==> src/logic/msr_pkg.sv <==
// Constants, register map and state codes of the serial report formatter.
package msr_pkg;

   // ----------------
   // Register map (word index on the plain register port)
   // ----------------
   localparam logic [3:0] OFS_NODE_ADDRESS = 4'h0;
   localparam logic [3:0] OFS_MESSAGE_CONTENT = 4'h1;
   localparam logic [3:0] OFS_LINE_FORMAT = 4'h2;
   localparam logic [3:0] OFS_SERIAL_CONFIG = 4'h3;
   localparam logic [3:0] OFS_READINGS_PER_TX = 4'h4;
   localparam logic [3:0] OFS_CAL_BASE = 4'h5;
   localparam logic [3:0] OFS_STATUS = 4'h9;

   // ----------------
   // Values after reset and limits
   // ----------------
   localparam logic [7:0] RST_NODE_ADDRESS = 8'h01;
   localparam logic [7:0] RST_MESSAGE_CONTENT = 8'h04;
   localparam logic [7:0] RST_LINE_FORMAT = 8'h94;
   localparam logic [1:0] RST_PARITY = 2'h0;
   localparam logic RST_STOP_BITS = 1'b1;
   localparam logic [15:0] RST_READINGS_PER_TX = 16'h0001;
   localparam logic [15:0] RST_CAL = 16'h0000;
   localparam logic [7:0] MAX_NODE_ADDRESS = 8'hC7;
   localparam logic [15:0] MAX_COUNT = 16'hEA5F;
   localparam logic [1:0] MAX_PARITY = 2'h2;
   localparam logic [1:0] PARITY_NONE = 2'h0;

   // ----------------
   // Field positions in the message-content register
   // ----------------
   localparam int MC_ALARM_STATUS = 0;
   localparam int MC_PV_STATUS = 1;
   localparam int MC_FILTERED_A = 2;
   localparam int MC_FILTERED_B = 3;
   localparam int MC_PEAK = 4;
   localparam int MC_VALLEY = 5;
   localparam int MC_SEPARATOR = 6;
   localparam int MC_UNIT = 7;

   // ----------------
   // Field positions in the line-format register
   // ----------------
   localparam int LF_CHECKSUM = 0;
   localparam int LF_LINE_FEED = 1;
   localparam int LF_ECHO = 2;
   localparam int LF_MULTIPOINT = 3;
   localparam int LF_ON_COMMAND = 4;
   localparam int LF_PER_CHAR = 5;
   localparam int LF_RS485 = 6;
   localparam int LF_EXT_PRINT = 7;

   // ----------------
   // Status register bits
   // ----------------
   localparam int ST_BUSY = 0;
   localparam int ST_REJECTED = 1;
   localparam int ST_PENDING = 2;

   // ----------------
   // Characters and message items
   // ----------------
   localparam logic [6:0] CH_SPACE = 7'h20;
   localparam logic [6:0] CH_CR = 7'h0D;
   localparam logic [6:0] CH_LF = 7'h0A;
   localparam logic [6:0] CH_ZERO = 7'h30;
   localparam logic [6:0] CH_A_LESS_10 = 7'h37;
   localparam logic [2:0] IT_ALARM = 3'h0;
   localparam logic [2:0] IT_PV = 3'h1;
   localparam logic [2:0] IT_READING = 3'h2;
   localparam logic [2:0] IT_PEAK = 3'h3;
   localparam logic [2:0] IT_VALLEY = 3'h4;
   localparam logic [2:0] IT_UNIT = 3'h5;
   localparam logic [2:0] IT_CHECKSUM = 3'h6;
   localparam logic [2:0] IT_END = 3'h7;
   localparam logic [2:0] LEN_VALUE = 3'h6;
   localparam logic [2:0] LEN_PAIR = 3'h2;
   localparam logic [2:0] LEN_ONE = 3'h1;

   typedef enum logic [2:0] {
      ST_IDLE = 3'b001,
      ST_SELECT = 3'b010,
      ST_SEND = 3'b100
   } msr_state_t;

endpackage : msr_pkg

==> src/logic/msr_formatter.sv <==
// Serial report formatter: settings registers and message character sequencer.
//
// Local design decisions: the placing of the registers and strobed register access.
`timescale 1ns/100ps
// Function
// - node address 0..199, reset value one
// - alarm status character sent when enabled
// - peak/valley status character sent when enabled
// - two bits choose filtered or unfiltered reading
// - peak and valley readings appended when enabled
// - separator is space or carriage return
// - unit of measure sent when enabled
// - checksum appended when enabled
// - line feed follows every carriage return
// - received characters echoed when enabled
// - bus mode point-to-point or multipoint
// - point-to-point continuous or on command
// - continuous handshake per message or character
// - flag records RS-485 board installed
// - external print input triggers when enabled
// - count readings in continuous mode, transmit at programmed count
// - four analog calibration constants up to 59999
// - characters always seven data bits
// - parity none/odd/even, one or two stops
// - no parity with one stop rejected
module msr_formatter (
   // Clock and reset
   input wire logic mclk,
   input wire logic reset_n,
   // Register port
   input wire logic [3:0] reg_addr,
   input wire logic [15:0] reg_wdata,
   input wire logic reg_wr,
   input wire logic reg_rd,
   output logic [15:0] reg_rdata,
   // Message sources
   input wire logic reading_done,
   input wire logic print_request,
   input wire logic cmd_valid,
   input wire logic [7:0] cmd_address,
   input wire logic [6:0] alarm_status_char,
   input wire logic [6:0] peak_valley_status_char,
   input wire logic [41:0] reading_filtered,
   input wire logic [41:0] reading_unfiltered,
   input wire logic [41:0] reading_peak,
   input wire logic [41:0] reading_valley,
   input wire logic [13:0] unit_chars,
   // Character stream towards the UART engine
   output logic [6:0] tx_data,
   output logic tx_valid,
   input wire logic tx_ready,
   input wire logic host_clear,
   // Echo path
   input wire logic [6:0] rx_data,
   input wire logic rx_valid,
   output logic [6:0] echo_data,
   output logic echo_valid,
   // Line settings for the UART engine and board
   output logic [1:0] parity_select,
   output logic stop_bits_select,
   output logic rs485_installed
);

   // ----------------
   // Helpers
   // ----------------
   function automatic logic [6:0] pick_char(input logic [41:0] field, input logic [2:0] idx);
      logic [5:0] pos;
      pos = 6'(3'h5 - idx) * 6'h07;
      pick_char = field[pos +: 7];
   endfunction : pick_char

   function automatic logic [6:0] hex_char(input logic [3:0] nib);
      hex_char = (nib < 4'hA) ? (msr_pkg::CH_ZERO + 7'(nib)) : (msr_pkg::CH_A_LESS_10 + 7'(nib));
   endfunction : hex_char

   // ----------------
   // Settings registers
   // ----------------
   logic [7:0] node_address;
   logic [7:0] message_content;
   logic [7:0] line_format;
   logic [15:0] readings_per_transmission;
   logic [15:0] cal [4];
   logic cfg_rejected;

   wire in_cal = (reg_addr >= msr_pkg::OFS_CAL_BASE) && (reg_addr < msr_pkg::OFS_STATUS);
   wire [1:0] cal_sel = 2'(reg_addr - msr_pkg::OFS_CAL_BASE);
   wire [1:0] wr_parity = reg_wdata[1:0];
   wire wr_stop = reg_wdata[2];
   wire addr_ok = reg_wdata <= 16'(msr_pkg::MAX_NODE_ADDRESS);
   wire serial_ok = (wr_parity <= msr_pkg::MAX_PARITY) &&
                    !(wr_parity == msr_pkg::PARITY_NONE && !wr_stop);
   wire count_ok = (reg_wdata != 16'h0000) && (reg_wdata <= msr_pkg::MAX_COUNT);
   wire cal_ok = reg_wdata <= msr_pkg::MAX_COUNT;
   wire wr_node = reg_wr && reg_addr == msr_pkg::OFS_NODE_ADDRESS;
   wire wr_serial = reg_wr && reg_addr == msr_pkg::OFS_SERIAL_CONFIG;
   wire wr_count = reg_wr && reg_addr == msr_pkg::OFS_READINGS_PER_TX;
   wire wr_cal = reg_wr && in_cal;
   wire reject = (wr_node && !addr_ok) || (wr_serial && !serial_ok) ||
                 (wr_count && !count_ok) || (wr_cal && !cal_ok);
   wire rd_status = reg_rd && reg_addr == msr_pkg::OFS_STATUS;

   always_ff @(posedge mclk or negedge reset_n) begin
      if (!reset_n) begin
         node_address <= msr_pkg::RST_NODE_ADDRESS;
         message_content <= msr_pkg::RST_MESSAGE_CONTENT;
         line_format <= msr_pkg::RST_LINE_FORMAT;
         parity_select <= msr_pkg::RST_PARITY;
         stop_bits_select <= msr_pkg::RST_STOP_BITS;
         readings_per_transmission <= msr_pkg::RST_READINGS_PER_TX;
         rs485_installed <= 1'b0;
         for (int i = 0; i < 4; i++) begin
            cal[i] <= msr_pkg::RST_CAL;
         end
      end else begin
         if (wr_node && addr_ok) begin
            node_address <= reg_wdata[7:0];
         end
         if (reg_wr && reg_addr == msr_pkg::OFS_MESSAGE_CONTENT) begin
            message_content <= reg_wdata[7:0];
         end
         if (reg_wr && reg_addr == msr_pkg::OFS_LINE_FORMAT) begin
            line_format <= reg_wdata[7:0];
            rs485_installed <= reg_wdata[msr_pkg::LF_RS485];
         end
         if (wr_serial && serial_ok) begin
            parity_select <= wr_parity;
            stop_bits_select <= wr_stop;
         end
         if (wr_count && count_ok) begin
            readings_per_transmission <= reg_wdata;
         end
         if (wr_cal && cal_ok) begin
            cal[cal_sel] <= reg_wdata;
         end
      end
   end

   // A rejected write leaves the old value and raises a sticky flag; a read of
   // the status register clears it unless a new rejection lands in that cycle.
   always_ff @(posedge mclk or negedge reset_n) begin
      if (!reset_n) begin
         cfg_rejected <= 1'b0;
      end else begin
         cfg_rejected <= reject || (cfg_rejected && !rd_status);
      end
   end

   // ----------------
   // Decoded settings
   // ----------------
   wire multipoint = line_format[msr_pkg::LF_MULTIPOINT];
   wire continuous = !multipoint && !line_format[msr_pkg::LF_ON_COMMAND];
   wire per_char = line_format[msr_pkg::LF_PER_CHAR];
   wire lf_enable = line_format[msr_pkg::LF_LINE_FEED];
   wire use_filtered = message_content[msr_pkg::MC_FILTERED_A] ||
                       message_content[msr_pkg::MC_FILTERED_B];
   wire [6:0] sep_char = message_content[msr_pkg::MC_SEPARATOR] ?
                         msr_pkg::CH_CR : msr_pkg::CH_SPACE;
   wire flow_ok = !continuous || host_clear;
   wire msg_gate = per_char || flow_ok;
   wire char_gate = !per_char || flow_ok;

   // ----------------
   // Triggers and reading counter
   // ----------------
   logic [15:0] reading_count;
   logic pending;
   msr_pkg::msr_state_t state;

   wire count_hit = continuous && reading_done &&
                    (reading_count + 16'h0001 >= readings_per_transmission);
   wire cmd_hit = cmd_valid && !continuous &&
                  (!multipoint || cmd_address == node_address);
   wire print_hit = print_request && line_format[msr_pkg::LF_EXT_PRINT];
   wire start_msg = state == msr_pkg::ST_IDLE && pending && msg_gate;
   wire [15:0] next_reading_count = !continuous ? 16'h0000 :
                                    count_hit ? 16'h0000 :
                                    reading_done ? reading_count + 16'h0001 : reading_count;

   always_ff @(posedge mclk or negedge reset_n) begin
      if (!reset_n) begin
         reading_count <= 16'h0000;
         pending <= 1'b0;
      end else begin
         reading_count <= next_reading_count;
         // A new trigger in the cycle that takes the old one is kept.
         pending <= count_hit || cmd_hit || print_hit || (pending && !start_msg);
      end
   end

   // ----------------
   // Message sequencer
   // ----------------
   logic [2:0] item;
   logic [2:0] idx;
   logic started;
   logic sep_done;
   logic lf_due;
   logic [7:0] checksum;
   logic end_pending;
   logic item_en [8];
   assign item_en[0] = message_content[msr_pkg::MC_ALARM_STATUS];
   assign item_en[1] = message_content[msr_pkg::MC_PV_STATUS];
   assign item_en[2] = 1'b1;
   assign item_en[3] = message_content[msr_pkg::MC_PEAK];
   assign item_en[4] = message_content[msr_pkg::MC_VALLEY];
   assign item_en[5] = message_content[msr_pkg::MC_UNIT];
   assign item_en[6] = line_format[msr_pkg::LF_CHECKSUM];
   assign item_en[7] = 1'b1;

   wire [2:0] item_len = (item == msr_pkg::IT_READING || item == msr_pkg::IT_PEAK ||
                          item == msr_pkg::IT_VALLEY) ? msr_pkg::LEN_VALUE :
                         (item == msr_pkg::IT_UNIT || item == msr_pkg::IT_CHECKSUM) ?
                         msr_pkg::LEN_PAIR : msr_pkg::LEN_ONE;
   wire [41:0] unit_field = {unit_chars, 28'h0000000};
   wire [41:0] sum_field = {hex_char(checksum[7:4]), hex_char(checksum[3:0]), 28'h0000000};
   wire [6:0] field_char =
      (item == msr_pkg::IT_ALARM) ? alarm_status_char :
      (item == msr_pkg::IT_PV) ? peak_valley_status_char :
      (item == msr_pkg::IT_READING) ?
         pick_char(use_filtered ? reading_filtered : reading_unfiltered, idx) :
      (item == msr_pkg::IT_PEAK) ? pick_char(reading_peak, idx) :
      (item == msr_pkg::IT_VALLEY) ? pick_char(reading_valley, idx) :
      (item == msr_pkg::IT_UNIT) ? pick_char(unit_field, idx) :
      (item == msr_pkg::IT_CHECKSUM) ? pick_char(sum_field, idx) : msr_pkg::CH_CR;

   // Items after the first enabled one are preceded by one separator; the
   // closing carriage return has none.
   wire want_sep = item_en[item] && idx == 3'h0 && started && !sep_done &&
                   item != msr_pkg::IT_END;
   wire [6:0] next_char = lf_due ? msr_pkg::CH_LF : want_sep ? sep_char : field_char;
   wire emit = state == msr_pkg::ST_SELECT && char_gate && (lf_due || item_en[item]);
   wire item_last = idx == item_len - 3'h1;
   wire field_step = emit && !lf_due && !want_sep;
   wire msg_done = emit && ((lf_due && item == msr_pkg::IT_END) ||
                            (field_step && item == msr_pkg::IT_END && !lf_enable));
   wire chk_field = field_step && item == msr_pkg::IT_CHECKSUM;
   wire sum_char = emit && item <= msr_pkg::IT_CHECKSUM && !chk_field;

   always_ff @(posedge mclk or negedge reset_n) begin
      if (!reset_n) begin
         state <= msr_pkg::ST_IDLE;
         item <= msr_pkg::IT_ALARM;
         idx <= 3'h0;
         started <= 1'b0;
         sep_done <= 1'b0;
         lf_due <= 1'b0;
         checksum <= 8'h00;
         end_pending <= 1'b0;
      end else begin
         case (state)
            msr_pkg::ST_IDLE: begin
               if (start_msg) begin
                  state <= msr_pkg::ST_SELECT;
                  item <= msr_pkg::IT_ALARM;
                  idx <= 3'h0;
                  started <= 1'b0;
                  sep_done <= 1'b0;
                  lf_due <= 1'b0;
                  checksum <= 8'h00;
               end
            end
            msr_pkg::ST_SELECT: begin
               if (emit) begin
                  state <= msr_pkg::ST_SEND;
                  if (lf_due) begin
                     lf_due <= 1'b0;
                  end else if (want_sep) begin
                     sep_done <= 1'b1;
                     lf_due <= lf_enable && sep_char == msr_pkg::CH_CR;
                  end else begin
                     if (item_last) begin
                        idx <= 3'h0;
                        started <= 1'b1;
                        sep_done <= 1'b0;
                        lf_due <= item == msr_pkg::IT_END && lf_enable;
                        if (item != msr_pkg::IT_END) begin
                           item <= item + 3'h1;
                        end
                     end else begin
                        idx <= idx + 3'h1;
                     end
                  end
                  if (sum_char) begin
                     checksum <= checksum + {1'b0, next_char};
                  end
                  end_pending <= msg_done;
               end else if (!item_en[item]) begin
                  item <= item + 3'h1;
               end
            end
            msr_pkg::ST_SEND: begin
               if (tx_ready) begin
                  state <= end_pending ? msr_pkg::ST_IDLE : msr_pkg::ST_SELECT;
               end
            end
            default: begin
               state <= msr_pkg::ST_IDLE;
            end
         endcase
      end
   end

   // ----------------
   // Registered outputs
   // ----------------
   wire [15:0] status_word = {13'h0000, pending, cfg_rejected,
                              state != msr_pkg::ST_IDLE};
   wire [2:0] serial_word = {stop_bits_select, parity_select};
   wire [15:0] read_mux =
      (reg_addr == msr_pkg::OFS_NODE_ADDRESS) ? {8'h00, node_address} :
      (reg_addr == msr_pkg::OFS_MESSAGE_CONTENT) ? {8'h00, message_content} :
      (reg_addr == msr_pkg::OFS_LINE_FORMAT) ? {8'h00, line_format} :
      (reg_addr == msr_pkg::OFS_SERIAL_CONFIG) ? {13'h0000, serial_word} :
      (reg_addr == msr_pkg::OFS_READINGS_PER_TX) ? readings_per_transmission :
      in_cal ? cal[cal_sel] :
      (reg_addr == msr_pkg::OFS_STATUS) ? status_word : 16'h0000;

   always_ff @(posedge mclk or negedge reset_n) begin
      if (!reset_n) begin
         reg_rdata <= 16'h0000;
         tx_data <= 7'h00;
         tx_valid <= 1'b0;
         echo_data <= 7'h00;
         echo_valid <= 1'b0;
      end else begin
         reg_rdata <= reg_rd ? read_mux : 16'h0000;
         if (emit) begin
            tx_data <= next_char;
         end
         tx_valid <= emit || (tx_valid && !tx_ready);
         echo_data <= rx_data;
         echo_valid <= rx_valid && line_format[msr_pkg::LF_ECHO];
      end
   end

endmodule : msr_formatter

==> config.mk <==
export PLATFORM = sky130hd
export DESIGN_NAME = msr_formatter
export DESIGN_NICKNAME = d
export VERILOG_FILES = /design/src/logic/msr_pkg.sv /design/src/logic/msr_formatter.sv
export SDC_FILE = /design/constraint.sdc
export NUM_CORES = 1
export LEC_CHECK = 0
export BUFFER_PORTS_ARGS = -buffer_cell sky130_fd_sc_hd__buf_2
export CAP_MARGIN = 25
export CORE_MARGIN = 1
export CORE_UTILIZATION = 30
export CTS_CLUSTER_SIZE = 14
export DETAILED_ROUTE_END_ITERATION = 12
export PLACE_DENSITY = 0.51
export SETUP_SLACK_MARGIN = 0.05
export SLEW_MARGIN = 20
export SYNTH_ARGS = -nofsm -noshare
export SYNTH_HDL_FRONTEND = slang
export SYNTH_SLANG_ARGS = --single-unit
export TNS_END_PERCENT = 30
==> constraint.sdc <==
create_clock -name mclk -period 9.9 [get_ports mclk]
set_clock_uncertainty 0.15 [all_clocks]
set_input_delay 0.99 -clock mclk [delete_from_list [all_inputs] [get_ports mclk]]
set_output_delay 0.99 -clock mclk [all_outputs]
set_load 0.02 [all_outputs]
# == Word-level counts from Yosys, hierarchy flattened ==
# Index checks and enable logic that the tools add are counted.
# totals
regBits,179
in_bits,241
out_inout_bits,36
word_cells,264
# classes
add_sub_neg,11
multipliers,1
order_cmp,12
eq_ne,34
shifts,5
muxes,73
bitwise,2
n_reduce_logical,99
# ops
cell,n
indexed part select 42 x 7 -> 7 bit,5
2-to-1 mux 16 bit,13
2-to-1 mux 7 bit,11
bitwise mux 64 bit,1
logical AND 1 bit,49
2-to-1 mux 3 bit,16
2-to-1 mux 42 bit,1
binary-select mux 16 bit (select 2 bit),1
demux 16 bit (select 2 bit),1
adder 6 x 4 -> 7 bit (first input constant),4
2-to-1 mux 8 bit,3
!= test 3 bit (second input constant),7
logical NOT 1 bit,18
logical OR 1 bit,18
adder 16 x 1 -> 16 bit (second input constant),1
greater-or-equal comparator 16 bit,1
<= comparator 16 bit (second input constant),1
<= comparator 16 x 8 -> 1 bit (second input constant),1
case mux 8 bit (2 select lines),1
nonzero test 16 bit,1
== test 3 bit (second input constant),5
2-to-1 mux 1 bit,15
!= test 2 bit (second input constant),7
less-than comparator 4 bit (second input constant),3
41 further kinds,53

# == Depth between registers and ports, before layout ==
# logic_depth
word_depth,16
depth_mapped,32

# == Worst setup path before layout ==
# OpenSTA, ideal clock, no wires.
# synth_path
kind,reg-to-reg
start,register idx[0]
end,register checksum[7]
arrival_ns,6.728
required_time_ns,9.611
setup_slack_ns,2.884
stages_incl_launch_ff,33
synth_period_minus_slack_ns,7.016
path_cell_list,dfrtp_1 -> buf_6 -> buf_6 -> inv_2 -> buf_2 -> ha_1 -> inv_2 -> buf_1 -> clkbuf_1 -> ha_1 -> ha_1 -> fa_1 -> buf_2 -> clkinv_1 -> buf_1 -> buf_1 -> mux2i_1 -> a21oi_1 -> a31oi_1 -> o31ai_1 -> or3b_1 -> a21oi_1 -> inv_1 -> ha_1 -> a21o_1 -> a21oi_1 -> o21bai_1 -> a21oi_1 -> nor2b_1 -> o21a_1 -> o21ai_0 -> xor2_1 -> nor2_1
# synth_between
elab_chain_len,16
word_cells_on_any_way,32
cone_classes,2 x add/sub; 1 x mul; 1 x eq/ne; 5 x shift; 12 x mux; 11 x reduce/logical
# synth_lines
item,line,rtl
from (decl),msr_formatter.sv:197,logic [2:0] idx;
from (signal assigned),msr_formatter.sv:283,idx <= idx + 3'h1;
subtractor 3 x 3 -> 4 bit,msr_formatter.sv:69,pos = 6'(3'h5 - idx) * 6'h07;
multiplier 4 x 4 -> 6 bit,msr_formatter.sv:69,
indexed part select 42 x 7 -> 7 bit,msr_formatter.sv:70,pick_char = field[pos +: 7];
2-to-1 mux 7 bit,msr_formatter.sv:227,"(item == msr_pkg::IT_CHECKSUM) ? pick_char(sum_field, idx) : msr_pkg::CH_CR;"
2-to-1 mux 7 bit,msr_formatter.sv:226,"(item == msr_pkg::IT_UNIT) ? pick_char(unit_field, idx) :"
2-to-1 mux 7 bit,msr_formatter.sv:225,"(item == msr_pkg::IT_VALLEY) ? pick_char(reading_valley, idx) :"
2-to-1 mux 7 bit,msr_formatter.sv:224,"(item == msr_pkg::IT_PEAK) ? pick_char(reading_peak, idx) :"
2-to-1 mux 7 bit,msr_formatter.sv:222,(item == msr_pkg::IT_READING) ?
2-to-1 mux 7 bit,msr_formatter.sv:221,(item == msr_pkg::IT_PV) ? peak_valley_status_char :
2-to-1 mux 7 bit,msr_formatter.sv:220,(item == msr_pkg::IT_ALARM) ? alarm_status_char :
2-to-1 mux 7 bit (*) (2 in series),msr_formatter.sv:233,wire [6:0] next_char = lf_due ? msr_pkg::CH_LF : want_sep ? sep_char : field_char;
net next_char[1],msr_formatter.sv:233,
adder 8 x 7 -> 8 bit (*),msr_formatter.sv:287,"checksum <= checksum + {1'b0, next_char};"
2-to-1 mux 8 bit (*),msr_formatter.sv:286,if (sum_char) begin
2-to-1 mux 8 bit (*),msr_formatter.sv:266,if (emit) begin
case mux 8 bit (2 select lines) (*),msr_formatter.sv:253,case (state)
to (signal assigned),msr_formatter.sv:287,
to (decl),msr_formatter.sv:201,logic [7:0] checksum;
# Mark *: on every way through the listed nets, which the timed path passes. The rest lies on a longest branch. The select of a mux whose other input is x is not followed.
# A chain may end at the register's enable or synchronous reset.

# == Final worst setup path ==
# Same ends and word-level chain as after synthesis.

==> results.sh <==
export IMPL_antenna_found_initial=1
export IMPL_async_flop_share_pct=100
export IMPL_htree_levels=4
export IMPL_fp_coreArea_sq_um=53800
export IMPL_worstSetupPathType="register to register"
export IMPL_numPortBuffers=276
export IMPL_final_cell_area_sq_um=18700
export IMPL_cp_arrival_ns=7.53
export IMPL_drt_iter0_markers=1412
export IMPL_hold_violations=0
export IMPL_r2r_start="idx[0]"
export IMPL_setup_violations=0
export IMPL_path_cells="inv_2 > ha_4 > inv_2 > ha_1 > ha_2 > inv_1 > buf_4 > nor2_1 > nand2_1 > o22ai_1 > a22o_1 > o21ai_0 > o211a_1 > nor3_1 > ha_1 > a21oi_1 > o21bai_1 > a21oi_1 > nor2b_1 > o21a_1 > o21ai_0 > xor2_1 > nor2_1"
export IMPL_min_period_ns=7.40
export IMPL_p_leak_nw=7.86
export IMPL_clock_latency_ns=0.43
export IMPL_grt_max_degree=89
export IMPL_postSynthCellCount=1617
export IMPL_endpoint_kind="register"
export IMPL_timing_hold_ws_ns=0.333
export IMPL_numCtsBuffers=17
export IMPL_cts_resized=0
export IMPL_die_w_um=235
export IMPL_grt_pass1_wl_um=91100
export IMPL_die_area_sq_um=55500
export IMPL_crit_slowest_cell="dfrtp_4"
export IMPL_p_total_w=0.00303
export IMPL_clockRootBuffer="clkbuf_16"
export IMPL_viasPerCell=5.88
export IMPL_cp_start_kind="register"
export IMPL_irDropWorstVdd_mv=0.118
export IMPL_synth_distinct_cells=87
export IMPL_layout_drive_gt1_share_pct=32.8
export IMPL_clk_pin_slew_ns=0.08
export IMPL_synth_top_family_by_area="multiplexers"
export IMPL_slew_headroom_pct=27.4
export IMPL_min_to="cal[18]"
export IMPL_place_gp_congestion=0.949
export IMPL_status="finished, final reports clean"
export IMPL_pin_count=277
export IMPL_area_growth_pct=14.6
export IMPL_cts_tree="done"
export IMPL_holdCritPathClass="register to register"
export IMPL_clk_path_buf_depth=2
export IMPL_power_density_nw_per_um2=162
export IMPL_drcViolationCount=0
export IMPL_clock_sinks=178
export IMPL_setup_tns_final_ns=0
export IMPL_reg2reg_to="checksum[7]"
export IMPL_period_share_pct=74.7
export IMPL_synth_edf_count=0
export IMPL_yosys_most_used_dff="dfrtp_1"
export IMPL_synth_xor_area_share_pct=1.94
export IMPL_slowest_delay_ns=0.85
export IMPL_rsz0062_at_grt="no"
export IMPL_maxCapViolations=0
export IMPL_synth_mux_area_share_pct=32.0
export IMPL_die_y_um=235
export IMPL_firstDrtPassIters=6
export IMPL_maxSlewViolCount=0
export IMPL_place_area_sq_um=18200
export IMPL_rr_worst_depth=23
export IMPL_cts_hold_buffers=0
export IMPL_hp_start="cal[18]"
export IMPL_overflow=0
export IMPL_wl_um=58500
export IMPL_start_util_pct=30.4
export IMPL_ys_seq_elements=178
export IMPL_instances_no_fill=2510
export IMPL_dpl_hpwl_um=44800
export IMPL_avgSynthCellArea_sq_um=10.1
export IMPL_synth_compound_area_share_pct=16.9
export IMPL_cts_setup_buffers=0
export IMPL_grt_pass1_vias=14800
export IMPL_dp_cells=2478
export IMPL_worstMarginPinSlew_ns=1.09
export IMPL_cp_max_fo=45
export IMPL_vias=14800
export IMPL_final_nets=2090
export IMPL_syn_area_sq_um=16400
export IMPL_hold_depth=2
export IMPL_synthSimpleGateAreaFrac_pct=12.9
export IMPL_cp_required_ns=10.03
export IMPL_timing_fmax_mhz=135
export IMPL_synthesis_nets=1906
export IMPL_synth_warnings=0
export IMPL_rows=85
export IMPL_synth_seq_area_share_pct=27.3
export IMPL_synth_fa_ha_area_share_pct=3.76
export IMPL_grt_usage_pct=21.0
export IMPL_reg2reg_setup_slack_ns=2.50
export IMPL_drtAntennaViolNets=0
export IMPL_post_drt_wl_per_cell_um=23.3
-- per-stage QoR --
| step | utilization, % | worst slack [ns] |
|---|---|---|
| after floorplan | - | 2.88 |
| after global placement | 33.8 | 2.61 |
| after detailed placement | 33.8 | 2.50 |
| after CTS | 34.8 | 2.48 |
| after global routing | 34.8 | 2.04 |
| final | 34.8 | 2.50 |
-- cell usage after synthesis (13+ instances only) --
master,n,area share [%]
dfrtp_1,170,26
nand2_1,170,3.9
mux4_2,129,18
mux2_2,104,7.2
nor2_1,90,2.1
mux2i_1,86,5.3
o21ai_0,82,2.5
clkbuf_1,72,1.7
a21oi_1,65,2.0
inv_1,49,1.1
ha_1,46,3.5
nand3_1,38,1.2
nor3_1,30,0.92
a22oi_1,28,1.3
buf_2,28,0.86
nor2b_1,28,1.1
a211oi_1,18,0.83
xor2_1,18,0.96
a32o_1,16,0.98
and3_1,15,0.57
xnor2_1,15,0.80
a2111oi_0,14,0.75
a31oi_1,14,0.54
buf_4,14,0.64
o31ai_1,14,0.64
a21o_1,13,0.60
and2_1,13,0.50
nand2b_1,13,0.50
o22ai_1,13,0.50
-- metal layers --
| metal | vias up | part of all wire, % | GRT usage (%) |
|---|---|---|---|
| met5 | - | 0 | 0 |
| met2 | 592 | 48 | 35.1 |
| met4 | 0 | 1.7 | 4.50 |
| met1 | 7475 | 44 | 29.2 |
| met3 | 60 | 5.7 | 2.30 |
| li1 | 6629 | - | - |
-- worst max-delay path, delay by kind of cell, from the launching register on --
family / cells / cell delay (ns)
AOI/OAI and AO/OA: 9 / 1.53
xor gates and xnor gates: 1 / 0.17
adders and majority gates: 4 / 1.80
buffers and inverters: 4 / 1.35
DFF: 1 / 0.85
and+or+nand+nor: 5 / 1.31
-- report_power, final --
group | total (W) | switching (W) | internal (W)
sequential | 0.00102 | 0.000133 | 0.000884
clock | 0.000659 | 0.000324 | 0.000335
combinational | 0.00135 | 0.000769 | 0.000583
total | 0.00303 | 0.00123 | 0.00180
-- kinds of logic after synthesis --
logic type / after synthesis
AO/OA/AOI/OAI: 393
XOR/XNOR: 34
AND/OR/NAND/NOR: 448
multiplexers: 331
buffers and inverters: 185
flip-flops: 178
adder cells (fa/ha/maj): 48
-- cell usage in the layout, fill, tap and decap left out, drive strengths merged, types with 28 or more instances in the layout --
cell type and instances:
mux2i 86, dfrtp 170, a22oi 28, nor3 32
nor2 91, nor2b 28, buf 298, o21ai 83
mux4 139, nand3 38, mux2 106, inv 60
ha 46, a21oi 65, nand2 170
-- area by class of cell --
| cell class | count | area [sq um] |
|---|---|---|
| diodes | 1 | 2.50 |
| repair buffers | 298 | 1550 |
| inverters | 52 | 195 |
| multi-input cells | 1254 | 11100 |
| flip-flops and latches | 178 | 4470 |
| clock inverters | 13 | 136 |
| clock buffers | 18 | 429 |
| fillers | 5465 | 35100 |
| well taps | 696 | 871 |
-- registers in the layout (all words and copies together) (netlist names), 2 cells and up --
register / count
cal: 64
checksum: 8
echo_data: 7
idx: 3
item: 3
line_format: 8
message_content: 8
node_address: 8
parity_select: 2
reading_count: 16
readings_per_transmission: 16
reg_rdata: 16
state: 3
tx_data: 7
-- how the worst max path moves through the flow --
| stage | start | endpoint | slack [ns] | cells past startpoint |
|---|---|---|---|---|
| finish | idx[0] | checksum[7] | 2.50 | 23 |
| global route | idx[0] | checksum[7] | 2.04 | 25 |
| CTS | idx[0] | checksum[7] | 2.48 | 24 |
| detailed placement | idx[0] | checksum[7] | 2.50 | 24 |
| global placement | idx[0] | checksum[7] | 2.61 | 24 |
| floorplan | idx[0] | checksum[7] | 2.88 | 32 |
Note: power is estimated with default switching activity, not from simulation.
